## config.mk

```make
export PLATFORM = sky130hd
export DESIGN_NAME = spc_serial_port0_control
export DESIGN_NICKNAME = d
export VERILOG_FILES = /design/src/spc_pkg.sv /design/src/spc_baud_gen.sv /design/src/spc_serial_port0_control.sv
export VERILOG_INCLUDE_DIRS = /design/src /design/src/src
export SDC_FILE = /design/constraint.sdc
export NUM_CORES = 1
export LEC_CHECK = 0
export ABC_AREA = 1
export BUFFER_PORTS_ARGS = -buffer_cell sky130_fd_sc_hd__clkbuf_2
export CORE_MARGIN = 8
export CORE_UTILIZATION = 47
export CTS_CLUSTER_DIAMETER = 120
export DETAILED_ROUTE_END_ITERATION = 12
export GPL_ROUTABILITY_DRIVEN = 0
export GPL_TIMING_DRIVEN = 0
export PLACE_DENSITY_LB_ADDON = 0.2
export SYNTH_ARGS = -nofsm -noshare
export SYNTH_HDL_FRONTEND = slang
export SYNTH_SLANG_ARGS = --single-unit
```

## constraint.sdc

```tcl
create_clock -name pclk -period 2.2 [get_ports pclk]
set_input_delay 0.33 -clock pclk [delete_from_list [all_inputs] [get_ports pclk]]
set_output_delay 0.33 -clock pclk [all_outputs]
set_load 0.02 [all_outputs]
```

## src/spc_map.svh

```systemverilog
// Register indices, field positions, reset values and rate divisors
// for the serial port 0 control block.
// Assumes: included by bare name from the package only; the design modules use its macros from there.
`ifndef SPC_MAP_SVH
`define SPC_MAP_SVH

// Register indices; the APB byte address is four times the index
`define SPC_IDX_POWER_CONTROL 8'h87
`define SPC_IDX_SERIAL_CONTROL 8'h98
`define SPC_IDX_SERIAL_BUFFER 8'h99
`define SPC_IDX_SERIAL_CONFIG 8'h9C
`define SPC_IDX_AUX_CONTROL_TWO 8'hA3
`define SPC_IDX_STATION_ADDRESS 8'hA9
`define SPC_IDX_STATION_ADDRESS_MASK 8'hB9

// APB address width and unused read lanes
`define SPC_PADDR_W 12
`define SPC_RD_PAD 24'h00_0000

// Reset values
`define SPC_RST_POWER_CONTROL 8'h00
`define SPC_RST_SERIAL_CONTROL 8'h00
`define SPC_RST_SERIAL_CONFIG 8'h08
`define SPC_RST_AUX_CONTROL_TWO 8'h00
`define SPC_RST_STATION_ADDRESS 8'h00
`define SPC_RST_STATION_ADDRESS_MASK 8'h00
`define SPC_RST_SERIAL_BUFFER 8'h00

// power_control fields
`define SPC_PC_BAUD_DOUBLER 7
`define SPC_PC_FE_VIEW 6
// serial_control fields
`define SPC_SC_MODE_LOW 7
`define SPC_SC_MODE_MID 6
`define SPC_SC_ADDR_REC 5
`define SPC_SC_RX_EN 4
`define SPC_SC_TX_NINTH 3
`define SPC_SC_RX_NINTH 2
`define SPC_SC_TX_DONE 1
`define SPC_SC_RX_DONE 0
// serial_config fields
`define SPC_CF_ALT_TIMER 7
`define SPC_CF_EXTRA_DOUBLER 6
`define SPC_CF_SHIFT_RATE 5
`define SPC_CF_MODE_HIGH 4
`define SPC_CF_BIT_ORDER 3
`define SPC_CF_TX_IRQ_BLOCK 2
`define SPC_CF_TX_IRQ_SHARE 1
`define SPC_CF_RESERVED 0
// aux_control_two fields
`define SPC_AX_T1_FAST 3

// Operating modes {mode_select_high, mode_select_low, mode_select_mid}
`define SPC_MODE_SHIFT 3'd0
`define SPC_MODE_UART8 3'd1
`define SPC_MODE_UART9F 3'd2
`define SPC_MODE_UART9V 3'd3
`define SPC_MODE_SPI 3'd4

// Divisors; shift modes tick twice per bit, UART modes four times per bit
`define SPC_SHIFT_HALF_SLOW 5'd6
`define SPC_SHIFT_HALF_FAST 5'd2
`define SPC_MODE2_BASE 5'd16
`define SPC_MODE13_BASE 5'd8
`define SPC_SAMPLE_PHASE 2'd1
`define SPC_START_BIT 4'd0
`define SPC_LAST_DATA_BIT 4'd8
`define SPC_NINTH_BIT 4'd9
`define SPC_STOP9_BIT 4'd10
`define SPC_SYNC_LAST 4'd7

`endif

```

## src/spc_pkg.sv

```systemverilog
// Types for the serial port 0 control block: engine states and the
// packed state records of both modules.
// Assumes: spc_map.svh is on the include path.
`include "spc_map.svh"

package spc_pkg;

  // Transmit / shift engine states
  typedef enum logic [1:0] {TX_IDLE, TX_UART, TX_SYNC} spc_tx_st_t;

  // UART receive engine states
  typedef enum logic {RX_IDLE, RX_BUSY} spc_rx_st_t;

  // All state of the control module
  typedef struct packed {
    logic [7:0] pcon;
    logic [7:0] scon;
    logic fe;
    logic [7:0] cfg;
    logic [7:0] aux;
    logic [7:0] station_address_mask;
    logic [7:0] station_address;
    logic [7:0] rxbuf;
    spc_tx_st_t tx_st;
    logic [10:0] tx_frame;
    logic [3:0] tx_bit;
    logic [1:0] tx_ph;
    logic sync_rx;
    spc_rx_st_t rx_st;
    logic [7:0] rx_sh;
    logic [3:0] rx_bit;
    logic [1:0] rx_ph;
    logic rx_n9;
    logic txd;
    logic rxd_o;
    logic rxd_oe;
    logic ser_irq;
    logic sys_irq;
    logic t1_fast;
    logic pready;
    logic pslverr;
    logic [31:0] prdata;
  } spc_ctl_state_t;

  // All state of the rate generator
  typedef struct packed {
    logic [4:0] cnt;
    logic tick;
  } spc_baud_state_t;

endpackage : spc_pkg

```

## src/spc_baud_gen.sv

```systemverilog
// Rate generator: turns the system clock or a timer overflow into the
// engine tick (two per bit in shift modes, four per bit in UART modes).
// Assumes: overflow inputs are one-cycle pulses in the pclk domain.
`timescale 1ns/100ps

module spc_baud_gen
  import spc_pkg::*;
(
  // Clock and reset
  input wire logic pclk,
  input wire logic presetn,
  // Rate controls
  input wire logic [2:0] mode,
  input wire logic baud_doubler,
  input wire logic baud_extra_doubler,
  input wire logic shift_rate_select,
  input wire logic alt_baud_timer_select,
  // Timer overflow pulses
  input wire logic timer1_ovf,
  input wire logic alt_timer_ovf,
  // Engine tick, registered
  output logic tick
);

  spc_baud_state_t r_r; // Registered state
  spc_baud_state_t r_nxt; // Next state
  logic [1:0] dbl; // Doubling weight, extra doubler counts twice
  logic src; // Count enable from the selected source
  logic [4:0] div; // Ticks per engine tick

  // Divider and source select
  always_comb begin
    r_nxt = r_r;
    r_nxt.tick = 1'b0;
    dbl = {baud_extra_doubler, baud_doubler};
    if (mode == `SPC_MODE_UART8 || mode == `SPC_MODE_UART9V) begin
      src = alt_baud_timer_select ? alt_timer_ovf : timer1_ovf;
      div = `SPC_MODE13_BASE >> dbl;
    end else if (mode == `SPC_MODE_UART9F) begin
      src = 1'b1;
      div = `SPC_MODE2_BASE >> dbl;
    end else begin
      src = 1'b1;
      div = shift_rate_select ? `SPC_SHIFT_HALF_FAST : `SPC_SHIFT_HALF_SLOW;
    end
    // Compare with >= so a mode change to a shorter divisor cannot overrun
    if (src) begin
      if (r_r.cnt >= div - 5'd1) begin
        r_nxt.cnt = 5'd0;
        r_nxt.tick = 1'b1;
      end else begin
        r_nxt.cnt = r_r.cnt + 5'd1;
      end
    end
  end

  // State register
  always_ff @(posedge pclk or negedge presetn) begin
    if (!presetn) begin
      r_r <= '0;
    end else begin
      r_r <= r_nxt;
    end
  end

  assign tick = r_r.tick;

endmodule : spc_baud_gen

```

## src/spc_serial_port0_control.sv

```systemverilog
// Serial port 0 control: APB register file, shift/UART/SPI engines,
// framing error capture and automatic address recognition.
// Assumes: APB master on pclk; timer overflows are one-cycle pulses.
//
// Function
// Three mode bits select modes zero to four
// Invalid stop sets sticky framing error flag
// Framing error set regardless of view select
// Modes 2/3 address filter needs ninth bit
// Mode 1 address filter needs valid stop
// Reception only while receive enable set; SPI transfers load the buffer from MISO even with it clear
// Modes 2/3 send software ninth bit
// Store received ninth bit or stop bit
// Transmit flag timing per mode, software clears
// Receive flag timing per mode, software clears
// One buffer for transmit and receive data
// Given address masks don't-care bits
// Broadcast address is address OR mask
// Address and mask reset to zero
// Doubler bits double UART baud rate; the extra doubler alone quadruples it
// Alternate timer replaces timer 1 overflow
// Shift modes at clock over 12 or 4
// Mode 2 fixed fraction of clock
// Bit order select, resets to LSB first
// Block bit removes transmit flag from interrupt
// Share bit routes transmit flag to system
// Timer 1 fast clock output bit
`timescale 1ns/100ps

module spc_serial_port0_control
  import spc_pkg::*;
(
  // Clock and reset
  input wire logic pclk,
  input wire logic presetn,
  // APB slave
  input wire logic psel,
  input wire logic penable,
  input wire logic pwrite,
  input wire logic [`SPC_PADDR_W-1:0] paddr,
  input wire logic [31:0] pwdata,
  output logic [31:0] prdata,
  output logic pready,
  output logic pslverr,
  // Baud sources
  input wire logic timer1_ovf,
  input wire logic alt_timer_ovf,
  // Serial pins
  output logic txd_o,
  input wire logic rxd_i,
  output logic rxd_o,
  output logic rxd_oe,
  input wire logic miso_i,
  // Interrupt and timer controls
  output logic serial_irq,
  output logic sysflag_irq,
  output logic timer1_fast_clock
);

  spc_ctl_state_t r_r; // Registered state
  spc_ctl_state_t r_nxt; // Next state
  logic tick; // Engine tick from the rate generator
  logic [2:0] mode; // Decoded operating mode
  logic is_uart; // Modes 1 to 3
  logic is_nine; // Modes 2 and 3
  logic is_sync; // Modes 0 and 4
  logic lsb_first; // Bit order
  logic setup; // APB setup phase
  logic wr; // APB write taking effect
  logic [7:0] idx; // Register index
  logic aligned; // Address inside the map window
  logic [7:0] wd; // Write data byte
  logic [7:0] wd_rev; // Write data reversed
  logic [7:0] tx_ord; // Transmit byte in wire order
  logic [7:0] sh_new; // Receive shifter after one more bit
  logic smp; // Sampled serial input
  logic stop_ok; // Stop bit valid
  logic addr_hit; // Given or broadcast match
  logic accept; // Frame passes the address filter

  // Bit reversal for MSB-first transmission
  genvar gi;
  generate
    for (gi = 0; gi < 8; gi++) begin : g_rev
      assign wd_rev[gi] = pwdata[7 - gi];
    end
  endgenerate

  // Shared rate generator
  spc_baud_gen u_baud (
    .pclk(pclk),
    .presetn(presetn),
    .mode(mode),
    .baud_doubler(r_r.pcon[`SPC_PC_BAUD_DOUBLER]),
    .baud_extra_doubler(r_r.cfg[`SPC_CF_EXTRA_DOUBLER]),
    .shift_rate_select(r_r.cfg[`SPC_CF_SHIFT_RATE]),
    .alt_baud_timer_select(r_r.cfg[`SPC_CF_ALT_TIMER]),
    .timer1_ovf(timer1_ovf),
    .alt_timer_ovf(alt_timer_ovf),
    .tick(tick)
  );

  // Mode decode and bus qualifiers
  always_comb begin
    mode = {r_r.cfg[`SPC_CF_MODE_HIGH], r_r.scon[`SPC_SC_MODE_LOW], r_r.scon[`SPC_SC_MODE_MID]};
    is_uart = (mode == `SPC_MODE_UART8) || (mode == `SPC_MODE_UART9F) || (mode == `SPC_MODE_UART9V);
    is_nine = (mode == `SPC_MODE_UART9F) || (mode == `SPC_MODE_UART9V);
    is_sync = (mode == `SPC_MODE_SHIFT) || (mode == `SPC_MODE_SPI); // reserved modes stay idle
    lsb_first = r_r.cfg[`SPC_CF_BIT_ORDER];
    setup = psel && !penable;
    wr = psel && penable && r_r.pready && pwrite;
    idx = paddr[9:2];
    aligned = (paddr[`SPC_PADDR_W-1:10] == '0) && (paddr[1:0] == 2'b00);
    wd = pwdata[7:0];
    tx_ord = lsb_first ? wd : wd_rev;
    // Sampled input: MISO in SPI mode, receive line otherwise
    smp = (mode == `SPC_MODE_SPI) ? miso_i : rxd_i;
    sh_new = lsb_first ? {smp, r_r.rx_sh[7:1]} : {r_r.rx_sh[6:0], smp};
    stop_ok = rxd_i;
    // Zero mask bits are don't-care in the given address
    addr_hit = (((r_r.rx_sh ^ r_r.station_address) & r_r.station_address_mask) == 8'h00)
      // Ones of address OR mask must be ones in the byte
      || (((~r_r.rx_sh) & (r_r.station_address | r_r.station_address_mask)) == 8'h00);
    if (!r_r.scon[`SPC_SC_ADDR_REC]) begin
      accept = 1'b1;
    end else if (is_nine) begin
      accept = r_r.rx_n9 && addr_hit;
    end else begin
      accept = stop_ok && addr_hit;
    end
  end

  // Next state: bus first, then hardware events so that a set wins a clear
  always_comb begin
    r_nxt = r_r;
    r_nxt.pready = setup;
    r_nxt.pslverr = 1'b0;
    r_nxt.prdata = '0;

    // Read data and error are prepared in the setup phase
    if (setup) begin
      if (!aligned) begin
        r_nxt.pslverr = 1'b1;
      end else if (idx == `SPC_IDX_POWER_CONTROL) begin
        r_nxt.prdata = {`SPC_RD_PAD, r_r.pcon};
      end else if (idx == `SPC_IDX_SERIAL_CONTROL) begin
        // Top bit shows the error flag only while view select is set
        r_nxt.prdata = {`SPC_RD_PAD, r_r.pcon[`SPC_PC_FE_VIEW] ? r_r.fe : r_r.scon[7], r_r.scon[6:0]};
      end else if (idx == `SPC_IDX_SERIAL_BUFFER) begin
        r_nxt.prdata = {`SPC_RD_PAD, r_r.rxbuf};
      end else if (idx == `SPC_IDX_SERIAL_CONFIG) begin
        r_nxt.prdata = {`SPC_RD_PAD, r_r.cfg[7:1], 1'b0};
      end else if (idx == `SPC_IDX_AUX_CONTROL_TWO) begin
        r_nxt.prdata = {`SPC_RD_PAD, r_r.aux};
      end else if (idx == `SPC_IDX_STATION_ADDRESS) begin
        r_nxt.prdata = {`SPC_RD_PAD, r_r.station_address};
      end else if (idx == `SPC_IDX_STATION_ADDRESS_MASK) begin
        r_nxt.prdata = {`SPC_RD_PAD, r_r.station_address_mask};
      end else begin
        r_nxt.pslverr = 1'b1;
      end
    end

    // Register writes at the completing access edge
    if (wr && aligned) begin
      if (idx == `SPC_IDX_POWER_CONTROL) begin
        r_nxt.pcon = wd;
      end else if (idx == `SPC_IDX_SERIAL_CONTROL) begin
        r_nxt.scon[6:0] = wd[6:0];
        // Top bit goes to the error flag or to the mode bit
        if (r_r.pcon[`SPC_PC_FE_VIEW]) begin
          r_nxt.fe = wd[7];
        end else begin
          r_nxt.scon[7] = wd[7];
        end
      end else if (idx == `SPC_IDX_SERIAL_CONFIG) begin
        r_nxt.cfg = {wd[7:1], 1'b0};
      end else if (idx == `SPC_IDX_AUX_CONTROL_TWO) begin
        r_nxt.aux = wd;
      end else if (idx == `SPC_IDX_STATION_ADDRESS) begin
        r_nxt.station_address = wd;
      end else if (idx == `SPC_IDX_STATION_ADDRESS_MASK) begin
        r_nxt.station_address_mask = wd;
      end
    end

    // Transmit / shift engine
    case (r_r.tx_st)
      TX_IDLE: begin
        // Buffer write starts a transfer; ignored while busy or reserved
        if (wr && aligned && idx == `SPC_IDX_SERIAL_BUFFER && is_uart) begin
          r_nxt.tx_st = TX_UART;
          r_nxt.tx_frame = {1'b1, is_nine ? r_r.scon[`SPC_SC_TX_NINTH] : 1'b1, tx_ord, 1'b0};
          r_nxt.tx_bit = 4'd0;
          r_nxt.tx_ph = 2'd0;
          r_nxt.txd = 1'b0;
        end else if (wr && aligned && idx == `SPC_IDX_SERIAL_BUFFER && is_sync) begin
          r_nxt.tx_st = TX_SYNC;
          r_nxt.tx_frame = {3'b111, tx_ord};
          r_nxt.tx_bit = 4'd0;
          r_nxt.tx_ph = 2'd0;
          r_nxt.sync_rx = 1'b0;
          r_nxt.rxd_oe = 1'b1;
        end else if (mode == `SPC_MODE_SHIFT && r_r.scon[`SPC_SC_RX_EN] && !r_r.scon[`SPC_SC_RX_DONE]) begin
          // Shift-mode reception runs while enabled and the flag is clear
          r_nxt.tx_st = TX_SYNC;
          r_nxt.tx_bit = 4'd0;
          r_nxt.tx_ph = 2'd0;
          r_nxt.sync_rx = 1'b1;
          r_nxt.rxd_oe = 1'b0;
        end
      end
      TX_UART: begin
        if (tick) begin
          r_nxt.tx_ph = r_r.tx_ph + 2'd1;
          if (r_r.tx_ph == 2'd3) begin
            if (r_r.tx_bit == (is_nine ? `SPC_STOP9_BIT : `SPC_NINTH_BIT)) begin
              r_nxt.tx_st = TX_IDLE;
            end else begin
              r_nxt.tx_frame = {1'b1, r_r.tx_frame[10:1]};
              r_nxt.txd = r_r.tx_frame[1];
              r_nxt.tx_bit = r_r.tx_bit + 4'd1;
              // Flag rises as the stop bit begins
              if (r_r.tx_bit + 4'd1 == (is_nine ? `SPC_STOP9_BIT : `SPC_NINTH_BIT)) begin
                r_nxt.scon[`SPC_SC_TX_DONE] = 1'b1;
              end
            end
          end
        end
      end
      TX_SYNC: begin
        // Low half drives data, high half samples the input
        if (tick) begin
          if (!r_r.tx_ph[0]) begin
            r_nxt.txd = 1'b0;
            r_nxt.rxd_o = r_r.tx_frame[0];
            r_nxt.tx_ph = 2'd1;
          end else begin
            r_nxt.txd = 1'b1;
            r_nxt.tx_ph = 2'd0;
            r_nxt.rx_sh = sh_new;
            r_nxt.tx_frame = {1'b1, r_r.tx_frame[10:1]};
            r_nxt.tx_bit = r_r.tx_bit + 4'd1;
            if (r_r.tx_bit == `SPC_SYNC_LAST) begin
              // End of the eighth bit time
              r_nxt.tx_st = TX_IDLE;
              r_nxt.rxd_oe = 1'b0;
              if (r_r.sync_rx) begin
                r_nxt.scon[`SPC_SC_RX_DONE] = 1'b1;
                r_nxt.rxbuf = sh_new;
              end else begin
                r_nxt.scon[`SPC_SC_TX_DONE] = 1'b1;
                // SPI returns MISO data without a receive flag
                if (mode == `SPC_MODE_SPI) begin
                  r_nxt.rxbuf = sh_new;
                end
              end
            end
          end
        end
      end
      default: begin
        r_nxt.tx_st = TX_IDLE;
      end
    endcase

    // UART receive engine
    case (r_r.rx_st)
      RX_IDLE: begin
        // Start edge is only honoured while reception is enabled
        if (tick && is_uart && r_r.scon[`SPC_SC_RX_EN] && !rxd_i) begin
          r_nxt.rx_st = RX_BUSY;
          r_nxt.rx_bit = `SPC_START_BIT;
          r_nxt.rx_ph = 2'd0;
        end
      end
      RX_BUSY: begin
        if (!is_uart || !r_r.scon[`SPC_SC_RX_EN]) begin
          r_nxt.rx_st = RX_IDLE;
        end else if (tick) begin
          r_nxt.rx_ph = r_r.rx_ph + 2'd1;
          if (r_r.rx_ph == `SPC_SAMPLE_PHASE) begin
            r_nxt.rx_bit = r_r.rx_bit + 4'd1;
            if (r_r.rx_bit == `SPC_START_BIT) begin
              // A high start sample is noise: drop it
              if (rxd_i) begin
                r_nxt.rx_st = RX_IDLE;
              end
            end else if (r_r.rx_bit <= `SPC_LAST_DATA_BIT) begin
              r_nxt.rx_sh = sh_new;
            end else if (r_r.rx_bit == `SPC_NINTH_BIT && is_nine) begin
              r_nxt.rx_n9 = rxd_i;
            end else begin
              // Halfway through the stop bit
              r_nxt.rx_st = RX_IDLE;
              if (!stop_ok) begin
                r_nxt.fe = 1'b1;
              end
              // A pending unread frame is kept, the new one is lost
              if (accept && !r_r.scon[`SPC_SC_RX_DONE]) begin
                r_nxt.scon[`SPC_SC_RX_DONE] = 1'b1;
                r_nxt.rxbuf = r_r.rx_sh;
                r_nxt.scon[`SPC_SC_RX_NINTH] = is_nine ? r_r.rx_n9 : stop_ok;
              end
            end
          end
        end
      end
      default: begin
        r_nxt.rx_st = RX_IDLE;
      end
    endcase

    // Interrupt routing from the updated flags
    r_nxt.ser_irq = r_nxt.scon[`SPC_SC_RX_DONE]
      || (r_nxt.scon[`SPC_SC_TX_DONE] && !r_nxt.cfg[`SPC_CF_TX_IRQ_BLOCK]);
    r_nxt.sys_irq = r_nxt.scon[`SPC_SC_TX_DONE] && r_nxt.cfg[`SPC_CF_TX_IRQ_SHARE];
    r_nxt.t1_fast = r_nxt.aux[`SPC_AX_T1_FAST];
  end

  // State register; line outputs idle high
  always_ff @(posedge pclk or negedge presetn) begin
    if (!presetn) begin
      r_r <= '0;
      r_r.pcon <= `SPC_RST_POWER_CONTROL;
      r_r.scon <= `SPC_RST_SERIAL_CONTROL;
      r_r.cfg <= `SPC_RST_SERIAL_CONFIG;
      r_r.aux <= `SPC_RST_AUX_CONTROL_TWO;
      r_r.station_address <= `SPC_RST_STATION_ADDRESS;
      r_r.station_address_mask <= `SPC_RST_STATION_ADDRESS_MASK;
      r_r.rxbuf <= `SPC_RST_SERIAL_BUFFER;
      r_r.tx_st <= TX_IDLE;
      r_r.rx_st <= RX_IDLE;
      r_r.txd <= 1'b1;
      r_r.rxd_o <= 1'b1;
    end else begin
      r_r <= r_nxt;
    end
  end

  // Outputs straight from the state register
  assign prdata = r_r.prdata;
  assign pready = r_r.pready;
  assign pslverr = r_r.pslverr;
  assign txd_o = r_r.txd;
  assign rxd_o = r_r.rxd_o;
  assign rxd_oe = r_r.rxd_oe;
  assign serial_irq = r_r.ser_irq;
  assign sysflag_irq = r_r.sys_irq;
  assign timer1_fast_clock = r_r.t1_fast;

endmodule : spc_serial_port0_control

```

==> out/results.tsv <==
stage	metric	value	unit
outcome	outcome	finished, violations left	
outcome	violated checks	negative setup slack	
clock_tree	root buf cell	clkbuf_16	
worst_setup_path	flop2flop setup slack	-60	ps
global_routing	number of global-route vias before repair	5682	
die	core area	14300	um^2
clock_tree	CTS tree	yes	
die	Ports	93	
logic_synthesis	Mapped Cells	893	
global_routing	pin count of the biggest net entering global routing	87	
sta	max_slew headroom	64.3	%
sta	measured slew at the worst slew-check pin	535	ps
layout	P&R area growth vs syn	19.3	%
sta	RSZ-0062 raised after global routing	true	
worst_setup_path	Worst Path Arrival	2610	ps
worst_setup_path	Crit. End Element	flip-flop	
worst_setup_path	Critical Path Source	mode[0]	
logic_synthesis	number of synthesized register bits	113	
clock_tree	H-Tree Depth	4	
placed_design	port bufs	44	
die	Die Span X	136	um
logic_synthesis	simple logic cell fraction of the synthesized area	28.7	%
worst_setup_path	Setup CP Type	flip-flop to flip-flop	
logic_synthesis	Post-synth top flop	dfrtp_1	
logic_synthesis	Synth cell types	51	
logic_synthesis	adder-cell share of the synthesized area	3.13	%
die	row count	44	
detailed_routing	drt via density	5.11	
clock_tree	clock transition at the registers of the reported paths	60	ps
clock_tree	clk_lat worst skew	420	ps
logic_synthesis	ys async rst share	100	%
global_routing	total gr overflow	0	
worst_setup_path	slowest stage delay, CP	450	ps
layout	layout cells sized above 1	21.3	%
min_path	worst min path class	input port to flip-flop	
pwr	VDD IR-drop max	0.475	mV
sta	fmax	0.443	GHz
pwr	Final Power	6.45	mW
global_routing	initial antenna violation count	0	
worst_setup_path	Setup crit start kind	flip-flop	
logic_synthesis	xor/xnor cell area share of the yosys netlist	0.645	%
sta	final worst setup slack	-55.2	ps
worst_setup_path	Req. time, crit path	2560	ps
logic_synthesis	mux cell area share after synthesis	0.994	%
logic_synthesis	Syn Std Cell Area	6790	um^2
logic_synthesis	most frequent cells after synthesis	nand2_1 (276), dfrtp_1 (110), o21ai_0 (102), inv_1 (91), nand3_1 (52)	
detailed_routing	Post-Route WL	18100	um
global_routing	global-route wire length before repair	29400	um
layout	Fill cells	1347	
layout	antenna cells	0	
worst_setup_path	crit path to	u_baud.r_r[4]	
detailed_routing	Routed WL per cell	15.3	um
min_path	Hold Crit Start	penable	
run	Max Cap Viol	0	
logic_synthesis	top cells by area, synth	dfrtp_1 (41%), nand2_1 (15%), o21ai_0 (7.5%)	
logic_synthesis	Yosys warning count	0	
sta	fin. max-slew vios	0	
logic_synthesis	Yosys top cell by area	dfrtp_1	
detailed_routing	1st-iter DRT viols	529	
sta	minimum clock period	2260	ps
die	Starting Density	47.5	%
logic_synthesis	largest family of logic cells by synthesized area	simple AND/OR/NAND/NOR gates	
worst_setup_path	worst r2r src	mode[0]	
logic_synthesis	Post-synth EDFFs	0	
pwr	power density over the cells	796	nW/um^2
logic_synthesis	Yosys top cell area share	40.5	%
logic_synthesis	post-synthesis sequential area ratio	41.7	%
die	Die Y-Extent	136	um
worst_setup_path	R2R cell count	12	
detailed_routing	DR pass1 iterations	6	
layout	nets@finish	1058	
detailed_routing	DRC Markers	0	
clock_tree	total CTS buffers	17	
worst_setup_path	Reg-to-Reg End	u_baud.r_r[4]	
logic_synthesis	fraction of the mapped netlist area in compound gates	14.1	%
detailed_routing	Detail Route Antenna Nets	0	
global_routing	total track usage	20.5	%
worst_setup_path	CP Depth	12	
worst_setup_path	cell family with most CP delay	compound AO/OA/AOI/OAI gates	
placed_design	hpwl dp	13400	um
sta	skew final	6.93	ps
logic_synthesis	most numerous cell in the Yosys netlist	nand2_1	
die	die area	18600	um^2
sta	Setup Viol. Count Final	6	
worst_setup_path	slowest CP cell	dfrtp_2	
worst_setup_path	worst path bufs/invs	1	
logic_synthesis	Synth Area per Inst	7.61	um^2
sta	Final Hold Viols	0	
pwr	leak pwr	4.05	nW
clock_tree	CTS Buffer Depth	2	
detailed_routing	vias	6058	
worst_setup_path	most frequent CP cell	nand2_4	
sta	Hold Worst Slack	95.9	ps
worst_setup_path	CP Max Fanout	5	
sta	fin crit share	103	%
clock_tree	# clock sinks	113	
worst_setup_path	CP Cell Sequence	nor3_4, a22o_1, ha_2, nand3_2, xnor2_2, ha_4, a21oi_1, o221a_4, nand2_4, nand2_4, inv_4, nor2_1	
==> cells in the final DEF, fill, tap and decap left out, drive strengths merged, types with 2 or more instances in the layout <==
cell type  synthesis  layout
a21oi             27      27
buf               43      51
bufinv             0       2
clkbuf             9      71
clkinv             4      11
clkinvlp           0       4
conb               1      24
dfrtp            110     110
dfstp              3       3
ha                17      17
inv               96      97
mux2               6       6
nand2            288     288
nand3             60      60
nand3b             2       2
nand4             12      12
nor2              54      54
nor3               9       9
o21ai            120     120
o221a              3       3
o221ai             6       6
o22ai              7       7
or2                2       2
xnor2              3       3
xor2               2       2
==> worst min path at each step <==
stage / endpoint / slack [ps] / depth (start not counted)
2_1_floorplan: mode[0] / 30 / 0
3_3_place_gp: txd_o / 450 / 2
3_5_place_dp: r_r[89] / 240 / 1
4_1_cts: pready / 90 / 2
5_1_grt: pready / 120 / 2
6_report: pready / 100 / 2
==> power breakdown <==
part / switching, mW / leakage, nW / internal, mW / total (mW)
Clock: 1.00 / 0.272 / 1.66 / 2.66
Sequential: 0.127 / 1.48 / 2.27 / 2.39
Combinational: 0.894 / 2.30 / 0.509 / 1.40
Total: 2.02 / 4.05 / 4.43 / 6.45
==> cells by family after synthesis <==
group | count (synthesis)
adders and majority gates | 17
other | 1
and+or+nand+nor | 428
xor gates and xnor gates | 5
DFF | 113
muxes | 6
AOI/OAI and AO/OA | 171
buffers and inverters | 152
==> layout make-up <==
cell class                 count  area [um^2]  area share [%]
multi-input combinational    651         3420            42.2
sequential                   113         2840            35.0
clock buffer                  18          429            5.29
inverter                     100          379            4.68
buffer                        52          349            4.31
timing repair buffer          53          319            3.94
tap                          184          230            2.84
clock inverter                14          141            1.74
==> metrics by stage <==
| step | cell area, um^2 | setup slack [ps] | instances | utilization [%] | setup TNS, ps |
|---|---|---|---|---|---|
| after floorplan | 6910 | 0.270 | 916 | - | 0 |
| after global placement | 7360 | -1190 | 1144 | 51.4 | -104430 |
| after detailed placement | 7390 | -294 | 1145 | 51.6 | -1360 |
| after CTS | 8020 | -111 | 1182 | 56.0 | -486 |
| after global routing | 8110 | -196 | 1185 | 56.6 | -1050 |
| final | 8110 | -55.2 | 1185 | 56.6 | -212 |
==> metal layers <==
metal	up-vias	share of wire (%)	global-route usage (%)
li1	3061	-	-
met1	2744	47	28.7
met2	218	43	30.1
met3	35	8.1	4.51
met4	0	2.2	8.30
met5	-	0	0
==> sequential cells by signal, summed over array words and instances, names as in the netlist <==
register and flops:
sysflag_irq 1, pslverr 1, rxd_o 1, lsb_first 1
rxd_oe 1, txd_o 1, serial_irq 1, prdata 8
r_r 88, u_baud.r_r 5, mode 3, u_baud.tick 1
pready 1
==> timing repair <==
item,CTS,global route
setup buffers,4,3
pin swaps,7,6
resized for setup,5,16
hold buffers,1,0
endpoints found under the setup margin,6,17
endpoints found under the hold margin,27,0
(Power assumes the default switching activity.)
